<file path="config.mk">
export PLATFORM = sky130hd
export DESIGN_NAME = audio_input_oversampling_path
export DESIGN_NICKNAME = d
export VERILOG_FILES = /design/src/include/audio_pkg.sv /design/src/rtl/audio_input_oversampling_path.sv
export VERILOG_INCLUDE_DIRS = /design/src /design/src/include
export SDC_FILE = /design/constraint.sdc
export NUM_CORES = 2
export LEC_CHECK = 0
export ABC_AREA = 1
export ABC_CLOCK_PERIOD_IN_PS = 12660
export BUFFER_PORTS_ARGS = -buffer_cell sky130_fd_sc_hd__buf_2
export CAP_MARGIN = 20
export CORE_MARGIN = 5
export CORE_UTILIZATION = 65
export DETAILED_ROUTE_END_ITERATION = 12
export PLACE_DENSITY = 0.83
export SETUP_SLACK_MARGIN = 0.3
export SYNTH_ARGS = -nofsm -noshare
export SYNTH_HDL_FRONTEND = slang
export SYNTH_SLANG_ARGS = --single-unit
</file>
<file path="constraint.sdc">
create_clock -name pclk -period 12.66 [get_ports pclk]
set_clock_uncertainty 0.2 [all_clocks]
set_input_delay 1.899 -clock pclk [delete_from_list [all_inputs] [get_ports pclk]]
set_output_delay 1.899 -clock pclk [all_outputs]
set_load 0.02 [all_outputs]
</file>
<file path="src/include/audio_consts.svh">
// Constants for the audio input and oversampling path.
`ifndef AUDIO_CONSTS_SVH
`define AUDIO_CONSTS_SVH
// ==============================================================
// Register map, byte addresses.
`define MAIN_TOP      8'h3c
`define EXT_BASE      8'h40
`define STATUS_ADDR   8'h50
`define IDX_VOL_LO    4'h2
`define IDX_VOL_HI    4'h3
`define IDX_FADE      4'h4
`define IDX_OVER      4'h6
`define IDX_SIL       4'h7
`define IDX_SILT      4'h8
`define IDX_MISC      4'h9
`define IDX_EDATA     4'he
`define IDX_EADDR     4'hf
`define EXT_FMT_IDX   2'd0
`define BIT_MUTE      3
`define BIT_ANALYSER_POSITION_BIT      0
`define BIT_RUN       3
`define BIT_DSM       1
`define BIT_CLEAR_MEMORY_BIT      0
`define MAIN_RESET    64'hff0067000f00efff
`define EXT_RESET     16'h0320
// ==============================================================
// Input formats.
`define FMT_I2S       2'b00
`define FMT_LSB16     2'b01
`define FMT_LSB18     2'b10
`define FMT_LSB20     2'b11
`define I2S_LAST      6'd18
// ==============================================================
// Word-select lock timing in system clocks.
`define LOCK_LO       10'd496
`define LOCK_HI       10'd527
`define HUNT_LO       10'd504
`define HUNT_HI       10'd519
`define CNT_MAX       10'h3ff
// ==============================================================
// Oversampling pacing and filter structure.
`define TICK_NS       4'd4
`define TICK_DS       4'd9
`define PH_NS         4'd15
`define PH_DS         4'd7
`define HOLD_LAST     3'd5
`define ORD1_NS       7'd75
`define ORD2_NS       7'd11
`define ORD3_NS       7'd7
`define ORD1_DS       7'd51
`define ORD2_DS       7'd7
`define ORD3_NONE     7'd0
// ==============================================================
// Level monitors.
`define SIL_STEP      18'd8820
`define SIL_THR       17'h00200
`define OVL_FULL      17'h1ffff
`define GAIN_FULL     8'hff
`define VOL_RESET     8'hef
`endif

</file>
<file path="src/include/audio_pkg.sv">
// Types shared by the audio input and oversampling path.
package audio_pkg;
	typedef enum logic [0:0] {LK_HUNT = 1'b0, LK_LOCKED = 1'b1} lock_e;
	typedef struct packed {
		logic signed [17:0] left;
		logic signed [17:0] right;
	} stereo_s;
	typedef struct packed {
		logic [6:0] ord1;
		logic [6:0] ord2;
		logic [6:0] ord3;
	} chain_s;
	typedef struct packed {
		logic [15:0][3:0] main;
		logic [3:0][3:0]  ext;
		logic             pready;
		logic             pslverr;
		logic [31:0]      prdata;
		logic             bck_s1, bck_s2, bck_d;
		logic             ws_s1, ws_s2, ws_d;
		logic             din_s1, din_s2;
		logic [19:0]      shift;
		logic [5:0]       bitcnt;
		logic [17:0]      i2s_word;
		logic [17:0]      rx_left;
		lock_e            lock_st;
		logic [9:0]       lock_cnt;
		logic             smp_new;
		stereo_s          prev;
		stereo_s          cur;
		logic [3:0]       tick;
		logic [3:0]       phase;
		logic [2:0]       hold;
		stereo_s          os_out;
		logic             os_strobe;
		logic [7:0]       cur_vol;
		logic [7:0]       tgt_vol;
		logic [12:0]      fade_cnt;
		logic [7:0]       mute_gain;
		logic [17:0]      tap;
		logic             ovl;
		logic             sil;
		logic [17:0]      sil_cnt;
		chain_s           chain;
	} state_s;
endpackage

</file>
<file path="src/rtl/audio_input_oversampling_path.sv">
// Audio serial input, word-select lock, volume and oversampling path with APB registers.
//
// Functional notes
// - Eight-bit volume code selects gain.
// - Four-bit fade code sets fade duration; in double speed the volume jumps to the target at once.
// - Mute bit one engages soft mute.
// - Run-fade bit applies new volume settings.
// - Four-bit overload threshold in 3 dB steps.
// - Silence level and duration codes.
// - Analyser tap before or after tone.
// - Speed bit one selects double speed.
// - Clear-memory write flushes delay line.
// - Reserved bits stored without function.
// - Format field selects serial input format.
// - Only eighteen bits reach the audio.
// - Left transitions checked, else lock lost.
// - Hunt in repeated 16-clock windows.
// - Locked transitions accepted in 32-clock window.
// - Normal speed uses orders 75, 11, 7.
// - Linear to 16x, hold six times.
// - Double speed: 51, 7, linear, hold.
// - Format, speed, clear in extended zero.
// - Main store is sixteen nibble registers.
//
// Implementation choices: the address map and the APB slave port.
`timescale 1ns/1ps
`include "audio_consts.svh"

module audio_input_oversampling_path (
	input  wire logic                 pclk,
	input  wire logic                 presetn,
	input  wire logic                 psel,
	input  wire logic                 penable,
	input  wire logic                 pwrite,
	input  wire logic [7:0]           paddr,
	input  wire logic [31:0]          pwdata,
	output logic      [31:0]          prdata,
	output logic                      pready,
	output logic                      pslverr,
	input  wire logic                 bck_in,
	input  wire logic                 ws_in,
	input  wire logic                 data_in,
	output audio_pkg::stereo_s        os_data,
	output logic                      os_strobe,
	output logic                      lock_ok,
	output logic      [17:0]          tap_data,
	output logic                      overload,
	output logic                      silence,
	output audio_pkg::chain_s         chain_orders
);

	// ==============================================================
	// Helper functions.
	function automatic logic [17:0] get_word(logic [1:0] f, logic [19:0] sh, logic [17:0] iw);
		unique case (f)
			`FMT_I2S:   get_word = iw;
			`FMT_LSB16: get_word = {sh[15:0], 2'b00};
			`FMT_LSB18: get_word = sh[17:0];
			`FMT_LSB20: get_word = sh[19:2];
		endcase
	endfunction

	function automatic logic in_win(logic [9:0] c, logic [9:0] lo, logic [9:0] hi);
		in_win = (c >= lo) && (c <= hi);
	endfunction

	function automatic logic [16:0] mag(logic signed [17:0] x);
		mag = x[17] ? 17'(-x) : x[16:0];
	endfunction

	function automatic logic signed [17:0] interp(logic signed [17:0] p, logic signed [17:0] c,
			logic [3:0] ph, logic ds);
		logic signed [18:0] d;
		logic signed [23:0] m;
		d = {c[17], c} - {p[17], p};
		m = d * $signed({1'b0, ph});
		m = ds ? (m >>> 3) : (m >>> 4);
		interp = 18'(24'(p) + m);
	endfunction

	function automatic logic signed [17:0] gain(logic signed [17:0] x, logic [7:0] g);
		logic signed [26:0] m;
		m = x * $signed({1'b0, g});
		gain = 18'(m >>> 8);
	endfunction

	function automatic logic [12:0] fade_period(logic [3:0] ft);
		fade_period = 13'(({9'd0, ft} + 13'd1) * ({5'd0, ft, 4'd0} + 13'd1));
	endfunction

	// ==============================================================
	// State and combinational helpers.
	audio_pkg::state_s r_reg, r_next;
	logic        bck_rise, ws_edge, left_start, speed_mode_bit, wr, clr_wr, mapped;
	logic [1:0]  fmt;
	logic [2:0]  eaddr;
	logic [3:0]  widx;
	logic [17:0] word;
	logic [7:0]  geff;
	logic [16:0] othr, sthr;
	logic [17:0] sil_len;
	logic [31:0] rd_mux;
	audio_pkg::stereo_s lin;

	// Edges come only from second-stage synchroniser flops.
	assign bck_rise   = r_reg.bck_s2 & ~r_reg.bck_d;
	assign ws_edge    = r_reg.ws_s2 ^ r_reg.ws_d;
	assign fmt        = r_reg.ext[`EXT_FMT_IDX][3:2];
	assign speed_mode_bit        = r_reg.ext[`EXT_FMT_IDX][`BIT_DSM];
	// I2S starts the left word on a falling select, justified formats on a rising one.
	assign left_start = ws_edge & ((fmt == `FMT_I2S) ? ~r_reg.ws_s2 : r_reg.ws_s2);
	assign word       = get_word(fmt, r_reg.shift, r_reg.i2s_word);
	assign eaddr      = r_reg.main[`IDX_EADDR][2:0];
	assign widx       = paddr[5:2];
	assign mapped     = (paddr <= `STATUS_ADDR) && (paddr[1:0] == 2'b00);
	assign wr         = psel & penable & r_reg.pready & pwrite & ~r_reg.pslverr;
	assign clr_wr     = wr && (paddr <= `MAIN_TOP) && (widx == `IDX_EDATA)
		&& (eaddr == {1'b0, `EXT_FMT_IDX}) && pwdata[`BIT_CLEAR_MEMORY_BIT];
	// Soft mute ramps its own gain; the smaller of the two wins.
	assign geff       = (r_reg.mute_gain < r_reg.cur_vol) ? r_reg.mute_gain : r_reg.cur_vol;
	// Every 3 dB is roughly half a bit, so the threshold halves each two codes.
	assign othr = `OVL_FULL >> (~r_reg.main[`IDX_OVER] >> 1);
	assign sthr = (r_reg.main[`IDX_SIL] == 4'hf) ? 17'd1
		: (`SIL_THR >> r_reg.main[`IDX_SIL][3:1]);
	assign sil_len = 18'(({14'd0, r_reg.main[`IDX_SILT]} + 18'd1) * `SIL_STEP);
	assign lin.left  = interp(r_reg.prev.left, r_reg.cur.left, r_reg.phase, speed_mode_bit);
	assign lin.right = interp(r_reg.prev.right, r_reg.cur.right, r_reg.phase, speed_mode_bit);

	// Read multiplexer; the extended page is visible directly, read only.
	always_comb begin
		rd_mux = 32'h0000_0000;
		if (paddr <= `MAIN_TOP) begin
			rd_mux[3:0] = r_reg.main[widx];
		end else if (paddr < `STATUS_ADDR) begin
			rd_mux[3:0] = r_reg.ext[widx[1:0]];
		end else begin
			rd_mux[15:0] = {r_reg.cur_vol, 2'b00, r_reg.mute_gain == 8'h00, r_reg.sil,
				r_reg.ovl, r_reg.cur_vol != r_reg.tgt_vol, speed_mode_bit, r_reg.lock_st == audio_pkg::LK_LOCKED};
		end
	end

	// ==============================================================
	// Next-state logic for the whole block.
	always_comb begin
		r_next = r_reg;
		// Two-flop synchronisers for the serial pins.
		r_next.bck_s1 = bck_in;
		r_next.bck_s2 = r_reg.bck_s1;
		r_next.bck_d  = r_reg.bck_s2;
		r_next.ws_s1  = ws_in;
		r_next.ws_s2  = r_reg.ws_s1;
		r_next.ws_d   = r_reg.ws_s2;
		r_next.din_s1 = data_in;
		r_next.din_s2 = r_reg.din_s1;

		// APB: answer is prepared in setup, so access needs no wait state.
		r_next.pready  = 1'b0;
		r_next.pslverr = 1'b0;
		if (psel && !penable) begin
			r_next.pready  = 1'b1;
			r_next.pslverr = ~mapped;
			r_next.prdata  = rd_mux;
		end
		// Writes beyond the main page are ignored; reserved nibbles just store.
		if (wr && (paddr <= `MAIN_TOP)) begin
			r_next.main[widx] = pwdata[3:0];
			if (widx == `IDX_EDATA && eaddr[2] == 1'b0) begin
				r_next.ext[eaddr[1:0]] = pwdata[3:0];
			end
		end

		// Serial shifter; a word select edge restarts the bit count.
		if (bck_rise) begin
			r_next.shift = {r_reg.shift[18:0], r_reg.din_s2};
			if (r_reg.bitcnt == `I2S_LAST) begin
				r_next.i2s_word = {r_reg.shift[16:0], r_reg.din_s2};
			end
		end
		if (ws_edge) begin
			r_next.bitcnt = 6'd0;
		end else if (bck_rise && r_reg.bitcnt != 6'h3f) begin
			r_next.bitcnt = 6'(r_reg.bitcnt + 6'd1);
		end
		if (ws_edge && !left_start) begin
			r_next.rx_left = word;
		end

		// Lock tracking on left-channel transitions.
		if (r_reg.lock_cnt != `CNT_MAX) begin
			r_next.lock_cnt = 10'(r_reg.lock_cnt + 10'd1);
		end
		unique case (r_reg.lock_st)
			audio_pkg::LK_LOCKED: begin
				if (left_start) begin
					r_next.lock_cnt = 10'd0;
					if (!in_win(r_reg.lock_cnt, `LOCK_LO, `LOCK_HI)) begin
						r_next.lock_st = audio_pkg::LK_HUNT;
					end
				end else if (r_reg.lock_cnt > `LOCK_HI) begin
					r_next.lock_cnt = 10'd0;
					r_next.lock_st  = audio_pkg::LK_HUNT;
				end
			end
			audio_pkg::LK_HUNT: begin
				// A stray edge re-anchors the count; a missed window starts a new one.
				if (left_start) begin
					r_next.lock_cnt = 10'd0;
					if (in_win(r_reg.lock_cnt, `HUNT_LO, `HUNT_HI)) begin
						r_next.lock_st = audio_pkg::LK_LOCKED;
					end
				end else if (r_reg.lock_cnt > `HUNT_HI) begin
					r_next.lock_cnt = 10'd0;
				end
			end
		endcase

		// A completed pair enters the delay line only while lock holds.
		r_next.smp_new   = 1'b0;
		r_next.os_strobe = 1'b0;
		if (left_start && r_reg.lock_st == audio_pkg::LK_LOCKED
				&& in_win(r_reg.lock_cnt, `LOCK_LO, `LOCK_HI)) begin
			r_next.smp_new   = 1'b1;
			r_next.prev      = r_reg.cur;
			r_next.cur.left  = r_reg.rx_left;
			r_next.cur.right = word;
			r_next.phase     = 4'd0;
			r_next.hold      = 3'd0;
			r_next.tick      = 4'd0;
		end else if (r_reg.tick == (speed_mode_bit ? `TICK_DS : `TICK_NS)) begin
			// Linear interpolation step, each value held six output ticks.
			r_next.tick      = 4'd0;
			r_next.os_strobe = 1'b1;
			r_next.os_out.left  = gain(lin.left, geff);
			r_next.os_out.right = gain(lin.right, geff);
			r_next.tap = r_reg.main[`IDX_MISC][`BIT_ANALYSER_POSITION_BIT] ? r_reg.cur.left
				: gain(lin.left, geff);
			if (r_reg.hold == `HOLD_LAST) begin
				r_next.hold = 3'd0;
				if (r_reg.phase != (speed_mode_bit ? `PH_DS : `PH_NS)) begin
					r_next.phase = 4'(r_reg.phase + 4'd1);
				end
			end else begin
				r_next.hold = 3'(r_reg.hold + 3'd1);
			end
		end else begin
			r_next.tick = 4'(r_reg.tick + 4'd1);
		end
		if (clr_wr) begin
			r_next.prev = '0;
			r_next.cur  = '0;
		end

		// Structure of the half-band chain for the selected speed.
		r_next.chain = speed_mode_bit ? {`ORD1_DS, `ORD2_DS, `ORD3_NONE}
			: {`ORD1_NS, `ORD2_NS, `ORD3_NS};

		// Volume target only moves while the run-fade bit is set.
		if (r_reg.main[`IDX_EADDR][`BIT_RUN]) begin
			r_next.tgt_vol = {r_reg.main[`IDX_VOL_HI], r_reg.main[`IDX_VOL_LO]};
		end
		if (speed_mode_bit) begin
			r_next.cur_vol  = r_reg.tgt_vol;
			r_next.fade_cnt = 13'd0;
		end else if (r_reg.smp_new) begin
			// One code step per period: a full 255-step fade takes the coded time.
			if (r_reg.fade_cnt >= 13'(fade_period(r_reg.main[`IDX_FADE]) - 13'd1)) begin
				r_next.fade_cnt = 13'd0;
				if (r_reg.cur_vol < r_reg.tgt_vol) begin
					r_next.cur_vol = 8'(r_reg.cur_vol + 8'd1);
				end else if (r_reg.cur_vol > r_reg.tgt_vol) begin
					r_next.cur_vol = 8'(r_reg.cur_vol - 8'd1);
				end
			end else begin
				r_next.fade_cnt = 13'(r_reg.fade_cnt + 13'd1);
			end
		end
		if (r_reg.smp_new) begin
			if (r_reg.main[`IDX_MISC][`BIT_MUTE] && r_reg.mute_gain != 8'h00) begin
				r_next.mute_gain = 8'(r_reg.mute_gain - 8'd1);
			end else if (!r_reg.main[`IDX_MISC][`BIT_MUTE] && r_reg.mute_gain != `GAIN_FULL) begin
				r_next.mute_gain = 8'(r_reg.mute_gain + 8'd1);
			end
			// Monitors look at the incoming pair.
			r_next.ovl = (mag(r_reg.cur.left) >= othr) || (mag(r_reg.cur.right) >= othr);
			if ((mag(r_reg.cur.left) < sthr) && (mag(r_reg.cur.right) < sthr)) begin
				if (r_reg.sil_cnt != 18'h3ffff) begin
					r_next.sil_cnt = 18'(r_reg.sil_cnt + 18'd1);
				end
				r_next.sil = (r_reg.sil_cnt >= sil_len);
			end else begin
				r_next.sil_cnt = 18'd0;
				r_next.sil     = 1'b0;
			end
		end
	end

	// State register.
	always_ff @(posedge pclk or negedge presetn) begin
		if (!presetn) begin
			r_reg           <= '0;
			r_reg.main      <= `MAIN_RESET;
			r_reg.ext       <= `EXT_RESET;
			r_reg.lock_st   <= audio_pkg::LK_HUNT;
			r_reg.mute_gain <= `GAIN_FULL;
			r_reg.chain     <= {`ORD1_NS, `ORD2_NS, `ORD3_NS};
			// Start at the reset volume so a fresh part is not silent for a whole fade.
			r_reg.cur_vol   <= `VOL_RESET;
			r_reg.tgt_vol   <= `VOL_RESET;
		end else begin
			r_reg <= r_next;
		end
	end

	// Outputs straight from state flops.
	assign prdata       = r_reg.prdata;
	assign pready       = r_reg.pready;
	assign pslverr      = r_reg.pslverr;
	assign os_data      = r_reg.os_out;
	assign os_strobe    = r_reg.os_strobe;
	assign lock_ok      = (r_reg.lock_st == audio_pkg::LK_LOCKED);
	assign tap_data     = r_reg.tap;
	assign overload     = r_reg.ovl;
	assign silence      = r_reg.sil;
	assign chain_orders = r_reg.chain;
endmodule // audio_input_oversampling_path

</file>
==> flow_summary.toml <==
[critical_path]
worst_path_most_repeated_cell = "inv_1"
cp_num_buf_inv = 11
crit_required_ps = 12950
critPathTopFamily = "adder cells"
cp-startpoint = "r_reg[200]"
worst_setup_path_start_kind = "flop"
crit_path_top_delay_cell = "fa_1"
crit_fanout = 7
reg2reg_from = "r_reg[200]"
endpoint_kind = "flop"
cp_data_arrival_time_ps = 12060
critical_path.max_stage_delay_ps = 560
worstSetupPathType = "flop to flop"

[clock_network]
worstSkewPairLatency_ps = 610
clk_transition_reported_paths_ps = 60
cts_max_level = 2
cts_buffers = 45
cts_tree = "done"
cts.sinks = 375
clock_path_buffers = 3
cts_root_buf = "clkbuf_16"

[power]
power.share.switching_pct = 39.5
power_density_mw_per_mm2 = 99.9
pwr-share-clk_pct = 32.8
ir_drop_mv = 0.109
internal-power_mw = 2.59
seq_power_share_pct = 31.2
total_power_mw = 4.28
p_leak_nw = 21.8
p_comb_share_pct = 35.9
p_sw_mw = 1.69

[floorplanning]
die_h_um = 259
io_pins = 161
fp.coreArea_mm2 = 0.0616
rows = 91
die_x_um = 259
start_util_pct = 65.4
dieArea_mm2 = 0.0671

[logic_synthesis]
ys_types = 64
synth.cell_area_mm2 = 0.0403
ys.flop_type = "dfrtp_1"
yosysSeqAreaShare_pct = 23.5
ys_ff_latch = 375
avgSynthCellArea_um2 = 7.71
yosys_warnings = 0
async_reset_ff_share_pct = 100
synth_edf_count = 0
synth_cells = 5226

[timing]
timing.setup.tns_ps = 0
finalSetupViolCount = 0
finalCritPeriodShare_pct = 93.0
period_needed_ps = 11780
fmax_mhz = 84.9
hold_viol_final = 0
worst_pin_slew_ps = 1140
rsz0062_at_grt = "yes"
relSlewSlack_pct = 23.2
slew_violations = 0

[drt]
drt-wirelength-per-cell_um = 16.7
initialDrtViolationCount = 3252
totalWireLength_um = 102000
antenna_left = 0
dr.pass1.iters = 9
vias_per_cell = 5.71
drc = 0
vias = 34800

[final_layout]
syn_to_final_growth_pct = 6.36
finalNetCount = 5974
finalNonFillerCells = 6088
drive_gt1_share_pct = 8.23
final_common_cell = "inv_1"
layout_common_cells = "916 x inv_1, 896 x nand2_1, 486 x nor2_1"
largest_reg_flops = 289
diodes = 0
final_util_pct = 69.6

[hold_path]
min_path_type = "flop to flop"
hold_path.startpoint = "r_next[296]"

[grt]
grt_pass1_vias = 33800
antenna_found_initial = 0
grt_overflow_total = 0
gr-usage-all-layers_pct = 30.1
grt_pass1_wl_um = 168000
grt_max_degree = 174

[outcome]
status = "complete, no violations"

[place]
port_buffers = 102
place_congestion = 0.955
dp_cells = 5993
place_hpwl_um = 78500

[flow_run]
cap_violations = 0
[stage by stage]
stage               instance area, µm²  hold WS (ps)  setup WS, ps
floorplan                        40400           131          1940
global placement                 41000           132           577
detailed placement               41000           141           398
CTS                              42600           154           358
global route                     42900           157           185
finish                           42900           149           882
[worst register-to-register path: cells and delay by family, from the launching register on]
family / cells / cell delay [ps]
adder cells (fa/ha/maj): 11 / 4720
AO/OA/AOI/OAI: 11 / 2050
buffers and inverters: 11 / 800
XOR/XNOR: 2 / 450
AND/OR/NAND/NOR: 25 / 3050
flip-flops: 1 / 380
[synth_stat cells (10+ instances only)]
master | instances | area (µm²)
nor4_1 | 19 | 119
or2_2 | 39 | 244
fa_1 | 308 | 6170
nand3b_1 | 11 | 82.6
a211oi_1 | 12 | 90.1
nand2_1 | 899 | 3370
o221ai_1 | 10 | 87.6
nand3_1 | 227 | 1140
xnor2_1 | 65 | 569
o22ai_1 | 15 | 93.8
inv_1 | 921 | 3460
nand4_1 | 52 | 325
clkbuf_1 | 113 | 424
ha_1 | 404 | 5050
nor3_1 | 46 | 230
a31oi_1 | 28 | 175
mux2_2 | 13 | 146
o21ai_2 | 15 | 131
dfrtp_1 | 317 | 7930
a21o_1 | 12 | 90.1
o21a_1 | 10 | 75.1
nor2_1 | 489 | 1840
buf_4 | 109 | 818
a22oi_1 | 29 | 218
o31ai_1 | 10 | 75.1
o21bai_1 | 17 | 128
xor2_1 | 148 | 1300
o21ai_0 | 400 | 2000
buf_1 | 15 | 56.3
o211ai_1 | 20 | 150
o21ai_1 | 12 | 60.1
a21oi_1 | 295 | 1480
dfstp_2 | 58 | 1520
[logic make-up (layout without fill, tap and decap cells)]
group / count (synthesis) / count (layout) / share of synthesized area [%]
simple gates: 1809 / 1809 / 18.7
flops: 375 / 375 / 23.5
xor+xnor: 213 / 213 / 4.63
other cells: 2 / 30 / 0.0186
compound gates: 916 / 916 / 12.7
fa+ha+maj: 712 / 712 / 27.8
mux: 21 / 21 / 0.562
buf+inv: 1178 / 1175 / 12.0
[power by group through the flow]
stage	Combinational [mW]	Sequential [mW]	Clock [mW]
floorplan	1.11	1.34	0
global placement	1.45	1.35	0
detailed placement	1.49	1.36	0
CTS	1.50	1.34	1.42
global route	1.72	1.35	1.48
finish	1.54	1.34	1.41
[repair_timing]
| item | 4_1_cts | 5_1_grt |
|---|---|---|
| buffers inserted | 0 | 10 |
| hold buffers | 0 | 0 |
| gates resized for setup | 0 | 52 |
| setup endpoints to repair | 0 | 19 |
[worst paths after layout]
path | to | slack, ps | cells past startpoint
worst max-delay path | tap_data[17] | 880 | 60
worst min-delay path | r_next[295] | 150 | 0
worst max register to register | tap_data[17] | 880 | 60
worst min register to register | r_next[295] | 150 | 0
max in group asynchronous | r_reg[333] | 9130 | 3
min in group asynchronous | os_data[14] | 1090 | 1
[cell type report]
| cell class | count | area, µm² |
|---|---|---|
| clock inverters | 20 | 319 |
| repair buffers | 156 | 946 |
| flip-flops and latches | 375 | 9460 |
| fillers | 4987 | 18700 |
| multi-input cells | 3701 | 26300 |
| well taps | 837 | 1050 |
| clock buffers | 64 | 1300 |
| inverters | 935 | 3510 |
[layer usage]
metal	vias up	global-route usage [%]	wire length, µm
li1	16600	-	-
met1	16600	40.3	41500
met2	1348	49.3	47000
met3	254	5.73	8650
met4	0	11.0	4360
met5	-	0	0
Note: power is estimated with default switching activity, not from simulation.
